$ cat config.mk
export PLATFORM = sky130hd
export DESIGN_NAME = cold_fault_ctrl
export DESIGN_NICKNAME = d
export VERILOG_FILES = /design/src/cold_fault_pkg.sv /design/src/cold_fault_ctrl.sv /design/src/delay_timer.sv
export SDC_FILE = /design/constraint.sdc
export NUM_CORES = 1
export LEC_CHECK = 0
export CAP_MARGIN = 40
export CORE_AREA = 4 4 135 137
export DETAILED_ROUTE_END_ITERATION = 7
export DIE_AREA = 0 0 139 141
export DONT_BUFFER_PORTS = 1
export GPL_TIMING_DRIVEN = 0
export PLACE_DENSITY = 0.86
export SLEW_MARGIN = 20
export SYNTH_ARGS = -nofsm -noshare
export SYNTH_HDL_FRONTEND = slang
export SYNTH_HIERARCHICAL = 1
export SYNTH_SLANG_ARGS = --single-unit
$ cat constraint.sdc
create_clock -name clk_i -period 4.1 [get_ports clk_i]
set_clock_uncertainty 0.1 [all_clocks]
set_input_delay 0.82 -clock clk_i [delete_from_list [all_inputs] [get_ports clk_i]]
set_output_delay 0.82 -clock clk_i [all_outputs]
set_load 0.005 [all_outputs]
$ cat src/cold_fault_pkg.sv
// Purpose: Shared constants and types of the cold fault supervisor
// Assumes: 50 MHz controller clock
// Notes:   Command codes, field layouts, reset values, time unit counts
package cold_fault_pkg;

  localparam logic [7:0]  CMD_OPERATION    = 8'h01;
  localparam logic [7:0]  CMD_CLEAR_FAULTS = 8'h03;
  localparam logic [7:0]  CMD_COLD_WARN    = 8'h52;
  localparam logic [7:0]  CMD_COLD_FAULT   = 8'h53;
  localparam logic [7:0]  CMD_COLD_ACTION  = 8'h54;
  localparam logic [7:0]  CMD_SURGE_FAULT  = 8'h55;
  localparam logic [7:0]  CMD_STATUS_TEMP  = 8'h7D;
  localparam logic [7:0]  CMD_TIME_UNIT    = 8'hD2;

  localparam int          OP_ON_BIT        = 7;
  localparam int          ST_WARN_BIT      = 5;
  localparam int          ST_FAULT_BIT     = 4;

  localparam logic [15:0] RST_COLD_WARN    = 16'h0000;
  localparam logic [15:0] RST_COLD_FAULT   = 16'h0000;
  localparam logic [15:0] RST_SURGE_FAULT  = 16'hFFFF;
  localparam logic [7:0]  RST_COLD_ACTION  = 8'hC0;
  localparam logic [7:0]  RST_OPERATION    = 8'h80;
  localparam logic [7:0]  RST_TIME_UNIT    = 8'h00;

  localparam logic [2:0]  RETRY_NONE       = 3'b000;
  localparam logic [2:0]  RETRY_FOREVER    = 3'b111;

  // Base tick of the delay unit; register 0xD2 scales it by value+1
  localparam int          CLK_PERIOD_NS    = 20;
  localparam int          TIME_BASE_NS     = 1000;
  localparam int          TICK_CYC         = (TIME_BASE_NS + CLK_PERIOD_NS - 1) / CLK_PERIOD_NS;

  typedef enum logic [1:0] {
    RESP_IGNORE = 2'b00,
    RESP_DELAY  = 2'b01,
    RESP_RETRY  = 2'b10,
    RESP_LATCH  = 2'b11
  } resp_t;

  typedef struct packed {
    resp_t      resp;
    logic [2:0] retries;
    logic [2:0] delay;
  } action_t;

  typedef struct packed {
    logic [7:0] unit;
    logic [2:0] expo;
  } delay_cfg_t;

  typedef enum logic [1:0] {
    ST_RUN     = 2'b00,
    ST_DELAY   = 2'b01,
    ST_RETRY   = 2'b10,
    ST_LATCHED = 2'b11
  } fault_st_t;

endpackage

$ cat src/cold_fault_ctrl.sv
// Purpose: Cold temperature supervisor with command-code registers
// Assumes: temp_i shares the threshold encoding and is compared signed
// Notes:   Two-wire slave sampled by clk_i; words travel low byte first
//
// Notes on behaviour
// - Command 0x52 holds the 16-bit cold warning threshold, read and write.
// - Command 0x53 holds the 16-bit cold fault threshold, read and write.
// - Command 0x54 holds the cold fault action byte, read and write.
// - Action 00 ignores the fault; output keeps running.
// - Action 01 keeps running for the delay, then follows retry field 5:3 if fault persists.
// - Action 10 disables output at once, then follows retry field 5:3.
// - Action 11 disables output until a clearing action happens.
// - Clears: status bit write, clear-faults command, reset, off-then-on.
// - Retry field 000 makes no attempt; output stays off until cleared.
// - Codes 001-110 make that many attempts, then stay off until cleared.
// - Attempts are spaced by the selected delay times the time unit.
// - Code 111 retries forever until commanded off or another fault.
// - Delay field n means 2^n units, 1 to 128.
// - One time unit comes from the register at 0xD2.
// - Command 0x55 holds the 16-bit input surge fault threshold.
`timescale 1ns/10ps
module cold_fault_ctrl
  import cold_fault_pkg::*;
#(
  parameter logic [6:0] DEV_ADDR = 7'h40,
  parameter int         TICK     = TICK_CYC
) (
  input  wire logic        clk_i,         // Controller clock, 50 MHz
  input  wire logic        resetn_i,      // Synchronous reset, active low
  input  wire logic        scl_i,         // Bus clock pin
  input  wire logic        sda_i,         // Bus data pin level
  output logic             sda_o,         // Bus data drive value
  output logic             sda_oe_o,      // Bus data drive enable
  input  wire logic        ctrl_on_i,     // Remote on pin, high for on
  input  wire logic [15:0] temp_i,        // Measured temperature
  input  wire logic        other_fault_i, // Shutdown by another fault
  output logic             output_en_o,   // Converter output enable
  output logic             cold_warn_o,   // Warning status bit
  output logic             cold_fault_o   // Fault status bit
);

  ////////////////////////////////////////////////////////////////////////
  // Pin synchronisers and edge detection
  logic [2:0] sync_m_q;
  logic [2:0] sync_s_q;
  logic [1:0] sync_p_q;

  always_ff @(posedge clk_i) begin
    if (!resetn_i) begin
      sync_m_q <= 3'h7;
      sync_s_q <= 3'h7;
      sync_p_q <= 2'h3;
    end else begin
      sync_m_q <= {ctrl_on_i, sda_i, scl_i};
      sync_s_q <= sync_m_q;
      sync_p_q <= sync_s_q[1:0];
    end
  end

  wire scl_s     = sync_s_q[0];
  wire sda_s     = sync_s_q[1];
  wire scl_rise  = scl_s && !sync_p_q[0];
  wire scl_fall  = !scl_s && sync_p_q[0];
  wire start_c   = scl_s && sync_p_q[0] && sync_p_q[1] && !sda_s;
  wire stop_c    = scl_s && sync_p_q[0] && !sync_p_q[1] && sda_s;

  ////////////////////////////////////////////////////////////////////////
  // Byte-level slave
  logic [3:0]  bit_q;
  logic [1:0]  idx_q;
  logic        act_q;
  logic        tx_q;
  logic        oe_q;
  logic [7:0]  sh_q;
  logic [7:0]  lo_q;
  logic [7:0]  cmd_q;
  logic [7:0]  txsh_q;
  logic [15:0] rd_word;

  wire       byte_end = act_q && scl_fall && (bit_q == 4'h8);
  wire       ack_end  = act_q && scl_fall && (bit_q == 4'h9);
  wire       addr_hit = (sh_q[7:1] == DEV_ADDR);
  wire [7:0] tx_byte  = (idx_q == 2'h0) ? rd_word[7:0] : rd_word[15:8];
  wire       wr_cmd   = byte_end && !tx_q && (idx_q == 2'h1);
  wire       wr_lo    = byte_end && !tx_q && (idx_q == 2'h2);
  wire       wr_hi    = byte_end && !tx_q && (idx_q == 2'h3);
  wire       clr_cmd  = wr_cmd && (sh_q == CMD_CLEAR_FAULTS);

  always_ff @(posedge clk_i) begin
    if (!resetn_i) begin
      bit_q  <= 4'h0;
      idx_q  <= 2'h0;
      act_q  <= 1'b0;
      tx_q   <= 1'b0;
      oe_q   <= 1'b0;
      sh_q   <= 8'h00;
      txsh_q <= 8'h00;
    end else if (start_c) begin
      bit_q <= 4'h0;
      idx_q <= 2'h0;
      act_q <= 1'b1;
      tx_q  <= 1'b0;
      oe_q  <= 1'b0;
    end else if (stop_c) begin
      act_q <= 1'b0;
      tx_q  <= 1'b0;
      oe_q  <= 1'b0;
    end else if (act_q && scl_rise) begin
      bit_q <= 4'(bit_q + 4'h1);
      if (bit_q < 4'h8) begin
        sh_q <= {sh_q[6:0], sda_s};
      end else if (tx_q && sda_s) begin
        act_q <= 1'b0;
      end
    end else if (byte_end) begin
      if (tx_q) begin
        oe_q <= 1'b0;
      end else if (idx_q == 2'h0 && !addr_hit) begin
        act_q <= 1'b0;
      end else begin
        oe_q <= 1'b1;
        if (idx_q == 2'h0) begin
          tx_q <= sh_q[0];
        end
      end
    end else if (ack_end) begin
      bit_q  <= 4'h0;
      idx_q  <= (idx_q == 2'h3) ? 2'h3 : 2'(idx_q + 2'h1);
      txsh_q <= tx_byte;
      oe_q   <= tx_q && !tx_byte[7];
    end else if (act_q && scl_fall && tx_q && bit_q != 4'h0) begin
      txsh_q <= {txsh_q[6:0], 1'b0};
      oe_q   <= !txsh_q[6];
    end
  end

  assign sda_o    = 1'b0;
  assign sda_oe_o = oe_q;

  ////////////////////////////////////////////////////////////////////////
  // Registers
  logic [15:0] warn_q;
  logic [15:0] fault_q;
  logic [15:0] surge_q;
  action_t     action_q;
  logic [7:0]  op_q;
  logic [7:0]  unit_q;
  logic [7:0]  stat_q;

  always_ff @(posedge clk_i) begin
    if (!resetn_i) begin
      cmd_q <= 8'h00;
      lo_q  <= 8'h00;
    end else begin
      if (wr_cmd) begin
        cmd_q <= sh_q;
      end
      if (wr_lo) begin
        lo_q <= sh_q;
      end
    end
  end

  always_ff @(posedge clk_i) begin
    if (!resetn_i) begin
      warn_q  <= RST_COLD_WARN;
      fault_q <= RST_COLD_FAULT;
      surge_q <= RST_SURGE_FAULT;
    end else if (wr_hi) begin
      if (cmd_q == CMD_COLD_WARN) warn_q <= {sh_q, lo_q};
      if (cmd_q == CMD_COLD_FAULT) fault_q <= {sh_q, lo_q};
      if (cmd_q == CMD_SURGE_FAULT) surge_q <= {sh_q, lo_q};
    end
  end

  always_ff @(posedge clk_i) begin
    if (!resetn_i) begin
      action_q <= action_t'(RST_COLD_ACTION);
      op_q     <= RST_OPERATION;
      unit_q   <= RST_TIME_UNIT;
    end else if (wr_lo) begin
      if (cmd_q == CMD_COLD_ACTION) action_q <= action_t'(sh_q);
      if (cmd_q == CMD_OPERATION) op_q <= sh_q;
      if (cmd_q == CMD_TIME_UNIT) unit_q <= sh_q;
    end
  end

  assign rd_word = (cmd_q == CMD_COLD_WARN)   ? warn_q :
                   (cmd_q == CMD_COLD_FAULT)  ? fault_q :
                   (cmd_q == CMD_COLD_ACTION) ? {8'h00, action_q} :
                   (cmd_q == CMD_SURGE_FAULT) ? surge_q :
                   (cmd_q == CMD_OPERATION)   ? {8'h00, op_q} :
                   (cmd_q == CMD_TIME_UNIT)   ? {8'h00, unit_q} :
                   (cmd_q == CMD_STATUS_TEMP) ? {8'h00, stat_q} : 16'h0000;

  ////////////////////////////////////////////////////////////////////////
  // Detection and status, set wins over clear
  wire       warn_now  = $signed(temp_i) < $signed(warn_q);
  wire       fault_now = $signed(temp_i) < $signed(fault_q);
  wire [7:0] stat_set  = {2'b00, warn_now, fault_now, 4'h0};
  wire [7:0] stat_clr  = (wr_lo && cmd_q == CMD_STATUS_TEMP) ? sh_q : 8'h00;
  wire       on_now    = sync_s_q[2] && op_q[OP_ON_BIT];
  logic      on_prev_q;
  wire       on_rise   = on_now && !on_prev_q;
  wire       clr_any   = clr_cmd || stat_clr[ST_FAULT_BIT] || on_rise;

  always_ff @(posedge clk_i) begin
    if (!resetn_i) begin
      stat_q    <= 8'h00;
      on_prev_q <= 1'b1;
    end else begin
      stat_q    <= (clr_cmd ? 8'h00 : (stat_q & ~stat_clr)) | stat_set;
      on_prev_q <= on_now;
    end
  end

  assign cold_warn_o  = stat_q[ST_WARN_BIT];
  assign cold_fault_o = stat_q[ST_FAULT_BIT];

  ////////////////////////////////////////////////////////////////////////
  // Fault response sequencer
  fault_st_t st_q;
  fault_st_t st_d;
  logic [2:0] tries_q;
  logic [2:0] tries_d;
  logic       t_start;
  logic       t_done;
  logic       out_q;
  wire        no_retry = (action_q.retries == RETRY_NONE);
  wire        endless  = (action_q.retries == RETRY_FOREVER);
  wire        used_up  = !endless && (4'(tries_q) + 4'h1 >= 4'(action_q.retries));

  always_comb begin
    st_d    = st_q;
    tries_d = tries_q;
    t_start = 1'b0;
    case (st_q)
      ST_RUN: begin
        tries_d = 3'h0;
        if (fault_now) begin
          case (action_q.resp)
            RESP_DELAY: begin
              st_d    = ST_DELAY;
              t_start = 1'b1;
            end
            RESP_RETRY: begin
              st_d    = no_retry ? ST_LATCHED : ST_RETRY;
              t_start = !no_retry;
            end
            RESP_LATCH: st_d = ST_LATCHED;
            default: st_d = ST_RUN;
          endcase
        end
      end
      ST_DELAY: begin
        if (t_done) begin
          st_d    = !fault_now ? ST_RUN : (no_retry ? ST_LATCHED : ST_RETRY);
          t_start = fault_now && !no_retry;
        end
      end
      ST_RETRY: begin
        if (other_fault_i || !on_now) begin
          st_d = ST_LATCHED;
        end else if (t_done) begin
          if (!fault_now) begin
            st_d    = ST_RUN;
            tries_d = 3'h0;
          end else if (used_up) begin
            st_d = ST_LATCHED;
          end else begin
            tries_d = endless ? tries_q : 3'(tries_q + 3'h1);
            t_start = 1'b1;
          end
        end
      end
      ST_LATCHED: st_d = ST_LATCHED;
      default: st_d = ST_RUN;
    endcase
    if (clr_any && st_q != ST_RUN) begin
      st_d    = ST_RUN;
      tries_d = 3'h0;
      t_start = 1'b0;
    end
  end

  always_ff @(posedge clk_i) begin
    if (!resetn_i) begin
      st_q    <= ST_RUN;
      tries_q <= 3'h0;
      out_q   <= 1'b0;
    end else begin
      st_q    <= st_d;
      tries_q <= tries_d;
      out_q   <= on_now && (st_d == ST_RUN || st_d == ST_DELAY);
    end
  end

  assign output_en_o = out_q;

  delay_timer #(
    .TICK (TICK)
  ) u_delay (
    .clk_i    (clk_i),
    .resetn_i (resetn_i),
    .start_i  (t_start),
    .cfg_i    ({unit_q, action_q.delay}),
    .done_o   (t_done)
  );
endmodule

$ cat src/delay_timer.sv
// Purpose: One-shot delay of (unit+1) base ticks times 2^expo
// Assumes: start_i is a one-cycle pulse from the same clock
// Notes:   A new start restarts the count; done_o is a registered pulse
`timescale 1ns/10ps
module delay_timer
  import cold_fault_pkg::*;
#(
  parameter int TICK = TICK_CYC
) (
  input  wire logic       clk_i,    // Controller clock
  input  wire logic       resetn_i, // Synchronous reset, active low
  input  wire logic       start_i,  // Start pulse
  input  wire delay_cfg_t cfg_i,    // Unit scale and exponent
  output logic            done_o    // Expiry pulse
);

  localparam int PW = $clog2(TICK + 1);

  if (TICK < 1) begin : g_chk
    $error("TICK must be at least one cycle");
  end

  logic [PW-1:0] pre_q;
  logic [15:0]   cnt_q;
  logic [15:0]   tgt_q;
  logic          run_q;
  logic          done_q;
  wire           tick = run_q && (pre_q == PW'(TICK - 1));
  wire           last = tick && (cnt_q == tgt_q);
  wire  [15:0]   tgt  = 16'((({8'h00, cfg_i.unit} + 16'h0001) << cfg_i.expo) - 16'h0001);

  always_ff @(posedge clk_i) begin
    if (!resetn_i || start_i) begin
      pre_q <= '0;
      cnt_q <= 16'h0000;
    end else if (run_q) begin
      pre_q <= tick ? '0 : PW'(pre_q + 1'b1);
      if (tick) begin
        cnt_q <= 16'(cnt_q + 16'h0001);
      end
    end
  end

  always_ff @(posedge clk_i) begin
    if (!resetn_i) begin
      run_q  <= 1'b0;
      done_q <= 1'b0;
      tgt_q  <= 16'h0000;
    end else begin
      done_q <= last && !start_i;
      if (start_i) begin
        tgt_q <= tgt;
        run_q <= 1'b1;
      end else if (last) begin
        run_q <= 1'b0;
      end
    end
  end

  assign done_o = done_q;
endmodule

## After elaboration in Yosys (flattened, before gate mapping)

Cells that the tools add are included.

- Input port bits: 22
- Bits in registers: 175
- Word-level logic and storage cells: 226
- Output and inout port bits: 5

- Shift operators: 1
- Bitwise logic cells: 8
- Equal/unequal tests: 33
- Reduce and logical (&&, ||, !) cells: 81
- $add $sub $neg: 8
- Magnitude comparators: 4
- Mux-type cells: 61

Operators by type and width:

| cell | number |
|---|---|
| $mux 16 | 4 |
| $mux 8 | 6 |
| $eq 8x7->1 const B | 5 |
| $lt 16x16->1 | 2 |
| $logic_and 1x1->1 | 31 |
| $mux 1 | 26 |
| $mux 2 | 9 |
| $add 16x1->16 const B | 1 |
| $eq 16x16->1 | 1 |
| $reduce_and 2->1 | 8 |
| $shl 16x3->16 | 1 |
| $sub 16x1->16 const B | 1 |
| $mux 3 | 5 |
| $reduce_and 5->1 | 3 |
| $logic_not 1->1 | 14 |
| $mux 7 | 2 |
| $eq 2x2->1 const B | 6 |
| $mux 4 | 3 |
| $reduce_bool 4->1 | 3 |
| $reduce_bool 2->1 | 5 |
| $add 8x1->9 const B | 1 |
| $ne 3x3->1 const B | 3 |
| $and 8x8->8 | 1 |
| $eq 2x1->1 const B | 4 |
| other kinds (35) | 51 |

## Longest topological paths before layout

- Word-level depth: 15
- Gate-level depth with buffers: 13
- Mapped depth without buffers: 12

## By module

The synthesis kept the hierarchy.

Modules (own cells, without submodules):

| module | area an instance (µm²) | cells an instance | times used | sequential area each (µm²) |
|---|---|---|---|---|
| cold_fault_ctrl | 7218.2 | 919 | 1 | 2702.6 |
| delay_timer | 2872.8 | 363 | 1 | 800.8 |

## Worst setup path after synthesis

OpenSTA, ideal clock, no wires.

- Kind: input -> register
- Start: in temp_i[7]
- End: reg u_delay.pre_q[4]
- Required time: 3.868 ns
- Arrival time: 3.101 ns
- Setup time: 0.132 ns
- Path slack: 0.767 ns
- Stages: 12
- Buffers on the path: 2
- Cell sequence: ha_1 -> a2111oi_0 -> o21ai_0 -> a41oi_1 -> o21ai_0 -> nand2_1 -> and3_1 -> clkbuf_1 -> inv_1 -> nand2_1 -> clkbuf_1 -> nor3_1

- Word-level cells in the longest chain between the ends: 7
- Elaborated cells between the ends (all ways): 10
- Classes of those cells: order compare: 1; mux: 7; reduce/logical: 2

Ends and longest elaborated chain:

| item | line | RTL |
|---|---|---|
| start: declaration | cold_fault_ctrl.sv:35 | `input wire logic [15:0] temp_i,` |
| $lt 16x16->1 * | cold_fault_ctrl.sv:199 | `wire fault_now = $signed(temp_i) < $signed(fault_q);` |
| $mux 1 | cold_fault_ctrl.sv:265 | `if (!fault_now) begin` |
| $mux 1 | cold_fault_ctrl.sv:264 | `end else if (t_done) begin` |
| $mux 1 | cold_fault_ctrl.sv:262 | `if (other_fault_i \|\| !on_now) begin` |
| $pmux 1 s3 * | cold_fault_ctrl.sv:237 | `case (st_q)` |
| $mux 1 * | cold_fault_ctrl.sv:279 | `if (clr_any && st_q != ST_RUN) begin` |
| net t_start | cold_fault_ctrl.sv:226 | `logic t_start;` |
| $logic_or 1x1->1 * | delay_timer.sv:33 | `if (!resetn_i \|\| start_i) begin` |
| end signal: assignment | delay_timer.sv:37 | `pre_q <= tick ? '0 : PW'(pre_q + 1'b1);` |
| end: declaration | delay_timer.sv:23 | `logic [PW-1:0] pre_q;` |

Mark *: on every way through the listed nets, which the timed path passes. The rest lies on a longest branch.
A chain may end at the register's enable or synchronous reset.

## Final worst setup path

- Start: reg fault_q[7]
- End: reg u_delay.cnt_q[14]

- Word-level cells in the longest chain between the ends: 7
- Elaborated cells between the ends (all ways): 10
- Classes of those cells: order compare: 1; mux: 7; reduce/logical: 2

Ends and longest elaborated chain:

| item | line | RTL |
|---|---|---|
| start: declaration | cold_fault_ctrl.sv:143 | `logic [15:0] fault_q;` |
| start signal: assignment | cold_fault_ctrl.sv:171 | `if (cmd_q == CMD_COLD_FAULT) fault_q <= {sh_q, lo_q};` |
| $lt 16x16->1 * | cold_fault_ctrl.sv:199 |  |
| $mux 1 | cold_fault_ctrl.sv:265 |  |
| $mux 1 | cold_fault_ctrl.sv:264 |  |
| $mux 1 | cold_fault_ctrl.sv:262 |  |
| $pmux 1 s3 * | cold_fault_ctrl.sv:237 |  |
| $mux 1 * | cold_fault_ctrl.sv:279 |  |
| net t_start | cold_fault_ctrl.sv:226 |  |
| $logic_or 1x1->1 * | delay_timer.sv:33 |  |
| end signal: assignment | delay_timer.sv:39 | `cnt_q <= 16'(cnt_q + 16'h0001);` |
| end: declaration | delay_timer.sv:24 | `logic [15:0] cnt_q;` |

Marked as above.

==> reports/results.ini <==
[outcome]
status = completed

[sta]
slew_violations = 0
period_share = 0.964
max_freq_ghz = 0.253
hold_viol = 0
layout_setup_ws_ns = 0.148
worstMarginPinSlew_ns = 0.899
min_period_ns = 3.95
setup_viol = 0
relSlewSlack = 0.385

[die]
die-area_sq_um = 19600
die_h_um = 141
initial_core_util = 0.592
rows = 48
core-area_sq_um = 17100
ios = 27
fp.dieW_um = 139

[global_route]
grt_start_max_net_pins = 17
track_usage = 0.296
grt_pass1_wl_um = 47100
grt_antenna_before_repair = 1
overflow = 0
grt_pass1_vias = 9292

[setup_path]
cp_data_required_time_ns = 4.32
cp.arrival_ns = 4.17
crit_path_end_kind = flop
slowest_stage = a2111oi_2
crit_path_max_fanout = 10
crit_type = reg2reg
path_cells = inv_1 -> ha_1 -> a2111oi_2 -> o21ai_0 -> a41oi_2 -> o21ai_0 -> nand2_1 -> and3_1 -> clkbuf_1 -> inv_1 -> nand2_1 -> clkbuf_2 -> nor2_1
critPathMaxStageDelay_ns = 0.53
critPathLaunchType = flop

[pwr]
vdd_drop_max_mv = 0.309
total_power_w = 0.00359
power.leakage_nw = 4.04
powerDensity_nw_per_um2 = 326

[cells_and_area]
fin_nets = 1369
drive_gt1_frac = 0.0723
utilization = 0.646
antenna_cells = 0
syn_to_final_growth_pct = 9.11

[detailed_routing]
routed_wirelength_um = 29300
drc = 0
post_drt_wl_per_cell_um = 19.0
drtIter0Drc = 1180
via_count = 9626
via_per_inst = 6.25
drtAntennaViolNets = 0
dr.pass1.iters = 6

[synth]
yosysWarnings = 6
synthesis.area_sq_um = 10100
synth_top_area_share = 0.347
synth_top_cell_by_area = dfxtp_1
yosysSeqAreaShare = 0.347
async_reset_ff_frac = 0
netlist_top_cells_count = nand2_1, dfxtp_1, nor2_1
syn-mean-instance-area_sq_um = 7.87
synth-edff-count = 0
synthTopCellsByArea = dfxtp_1, nand2_1, ha_1
synth_fp_nets = 1349
ys_ff_latch = 175
synth_ff_type = dfxtp_1
yosysMostFrequentCell = nand2_1
ys_types = 95
synth_cells = 1282

[clock_tree]
cts_hold_buf = 0
clk_pin_slew_ns = 0.07
cts_buffer_depth = 2
cts-buffers-inserted = 17
cts_setup_buffers = 0
insertion_delay_ns = 0.44
clock-sinks = 175
cts_tree = done
cts-root-buf = clkbuf_16
htreeDepth = 4

[placement]
portBuffers = 0
place_hpwl_um = 21300
pre_cts_slack_ns = -0.517
finalWeightedCongestion = 1.05

[worst_hold_path]
min_path_type = reg2reg

[job]
maxCapViolations = 0

==> logic make-up (layout without fill, tap and decap cells) <==
logic type               Yosys count  after routing  share of synthesized area
AO/OA/AOI/OAI                    303            303                      0.201
XOR/XNOR                          47             47                     0.0408
adder cells (fa/ha/maj)           45             45                     0.0558
buffers and inverters            151            183                     0.0629
flip-flops                       175            175                      0.347
multiplexers                      41             41                     0.0436
other                              1              1                   0.000372
AND/OR/NAND/NOR                  519            519                      0.248
==> metrics by stage <==
stage               hold slack [ns]  TNS (ns)  cell area, sq um  instances
global placement              0.289     -9.39             10400       1507
floorplan                     0.286         0             10100       1282
finish                        0.309         0             11000       1539
global route                  0.327   -0.0142             11000       1539
CTS                           0.309         0             11000       1538
detailed placement            0.293    -12.73             10400       1507
==> routing by layer <==
layer | wire length, um | GRT usage | up-vias
met4 | 1070 | 0.124 | 2
met3 | 2890 | 0.0777 | 86
li1 | - | - | 4561
met1 | 12000 | 0.382 | 4489
met2 | 13300 | 0.471 | 488
met5 | 13 | 0 | -
==> registers in the layout (all words and copies together), names as in the netlist, 3 cells and up <==
register and flops:
fault_q 16, unit_q 8, txsh_q 7, u_delay/tgt_q 16
action_q 8, u_delay/pre_q 6, sync_m_q 3, op_q 8
lo_q 8, stat_q 8, u_delay/cnt_q 16, sh_q 8
tries_q 3, warn_q 16, cmd_q 8, surge_q 16
bit_q 4, sync_s_q 3
==> what timing repair did <==
action	CTS	global route
gates resized for setup	2	6
endpoints found under the setup margin	21	28
gates cloned	0	0
==> worst max-delay path: cells and delay by family, from the launching register on <==
kind | cells | cell delay [ns]
AO/OA/AOI/OAI | 4 | 1.45
buffers and inverters | 4 | 0.84
AND/OR/NAND/NOR | 4 | 0.74
flip-flops | 1 | 0.40
adder cells (fa/ha/maj) | 1 | 0.30
==> worst paths after layout <==
check / from / endpoint / slack [ns] / cells past startpoint
worst max-delay path: fault_q[7] / u_delay/cnt_q[14] / 0.15 / 13
worst min-delay path: sync_m_q[2] / sync_s_q[2] / 0.31 / 1
worst max register to register: fault_q[7] / u_delay/cnt_q[14] / 0.15 / 13
worst min register to register: sync_m_q[2] / sync_s_q[2] / 0.31 / 1
==> cell type report <==
| cell class | count | area (sq um) |
|---|---|---|
| multi-input cells | 956 | 5970 |
| well taps | 225 | 282 |
| clock inverters | 13 | 176 |
| plain buffers | 81 | 375 |
| flip-flops and latches | 175 | 3500 |
| repair buffers | 1 | 5.00 |
| fillers | 1447 | 6050 |
| clock buffers | 18 | 439 |
| inverters | 70 | 263 |
==> report_power, final <==
part	switching (W)	leakage [nW]	internal [W]
Combinational	0.0000998	2.34	0.0000579
Sequential	0.0000120	1.41	0.00171
Clock	0.000725	0.291	0.000986
==> layout by cell type (no fill, tap or decap), types with 22 or more instances in the layout <==
cell | Yosys | final
o21ai_0 | 59 | 59
inv_1 | 69 | 69
xor2_1 | 23 | 23
mux2i_1 | 38 | 38
nand3_1 | 50 | 50
clkbuf_1 | 47 | 45
dfxtp_1 | 175 | 175
a21oi_1 | 105 | 105
nand2b_1 | 26 | 26
ha_1 | 45 | 45
nand2_1 | 181 | 181
buf_2 | 23 | 23
nor2_1 | 127 | 127
nand4_1 | 22 | 22
xnor2_1 | 24 | 24
Power figures use the tool's default switching activity.
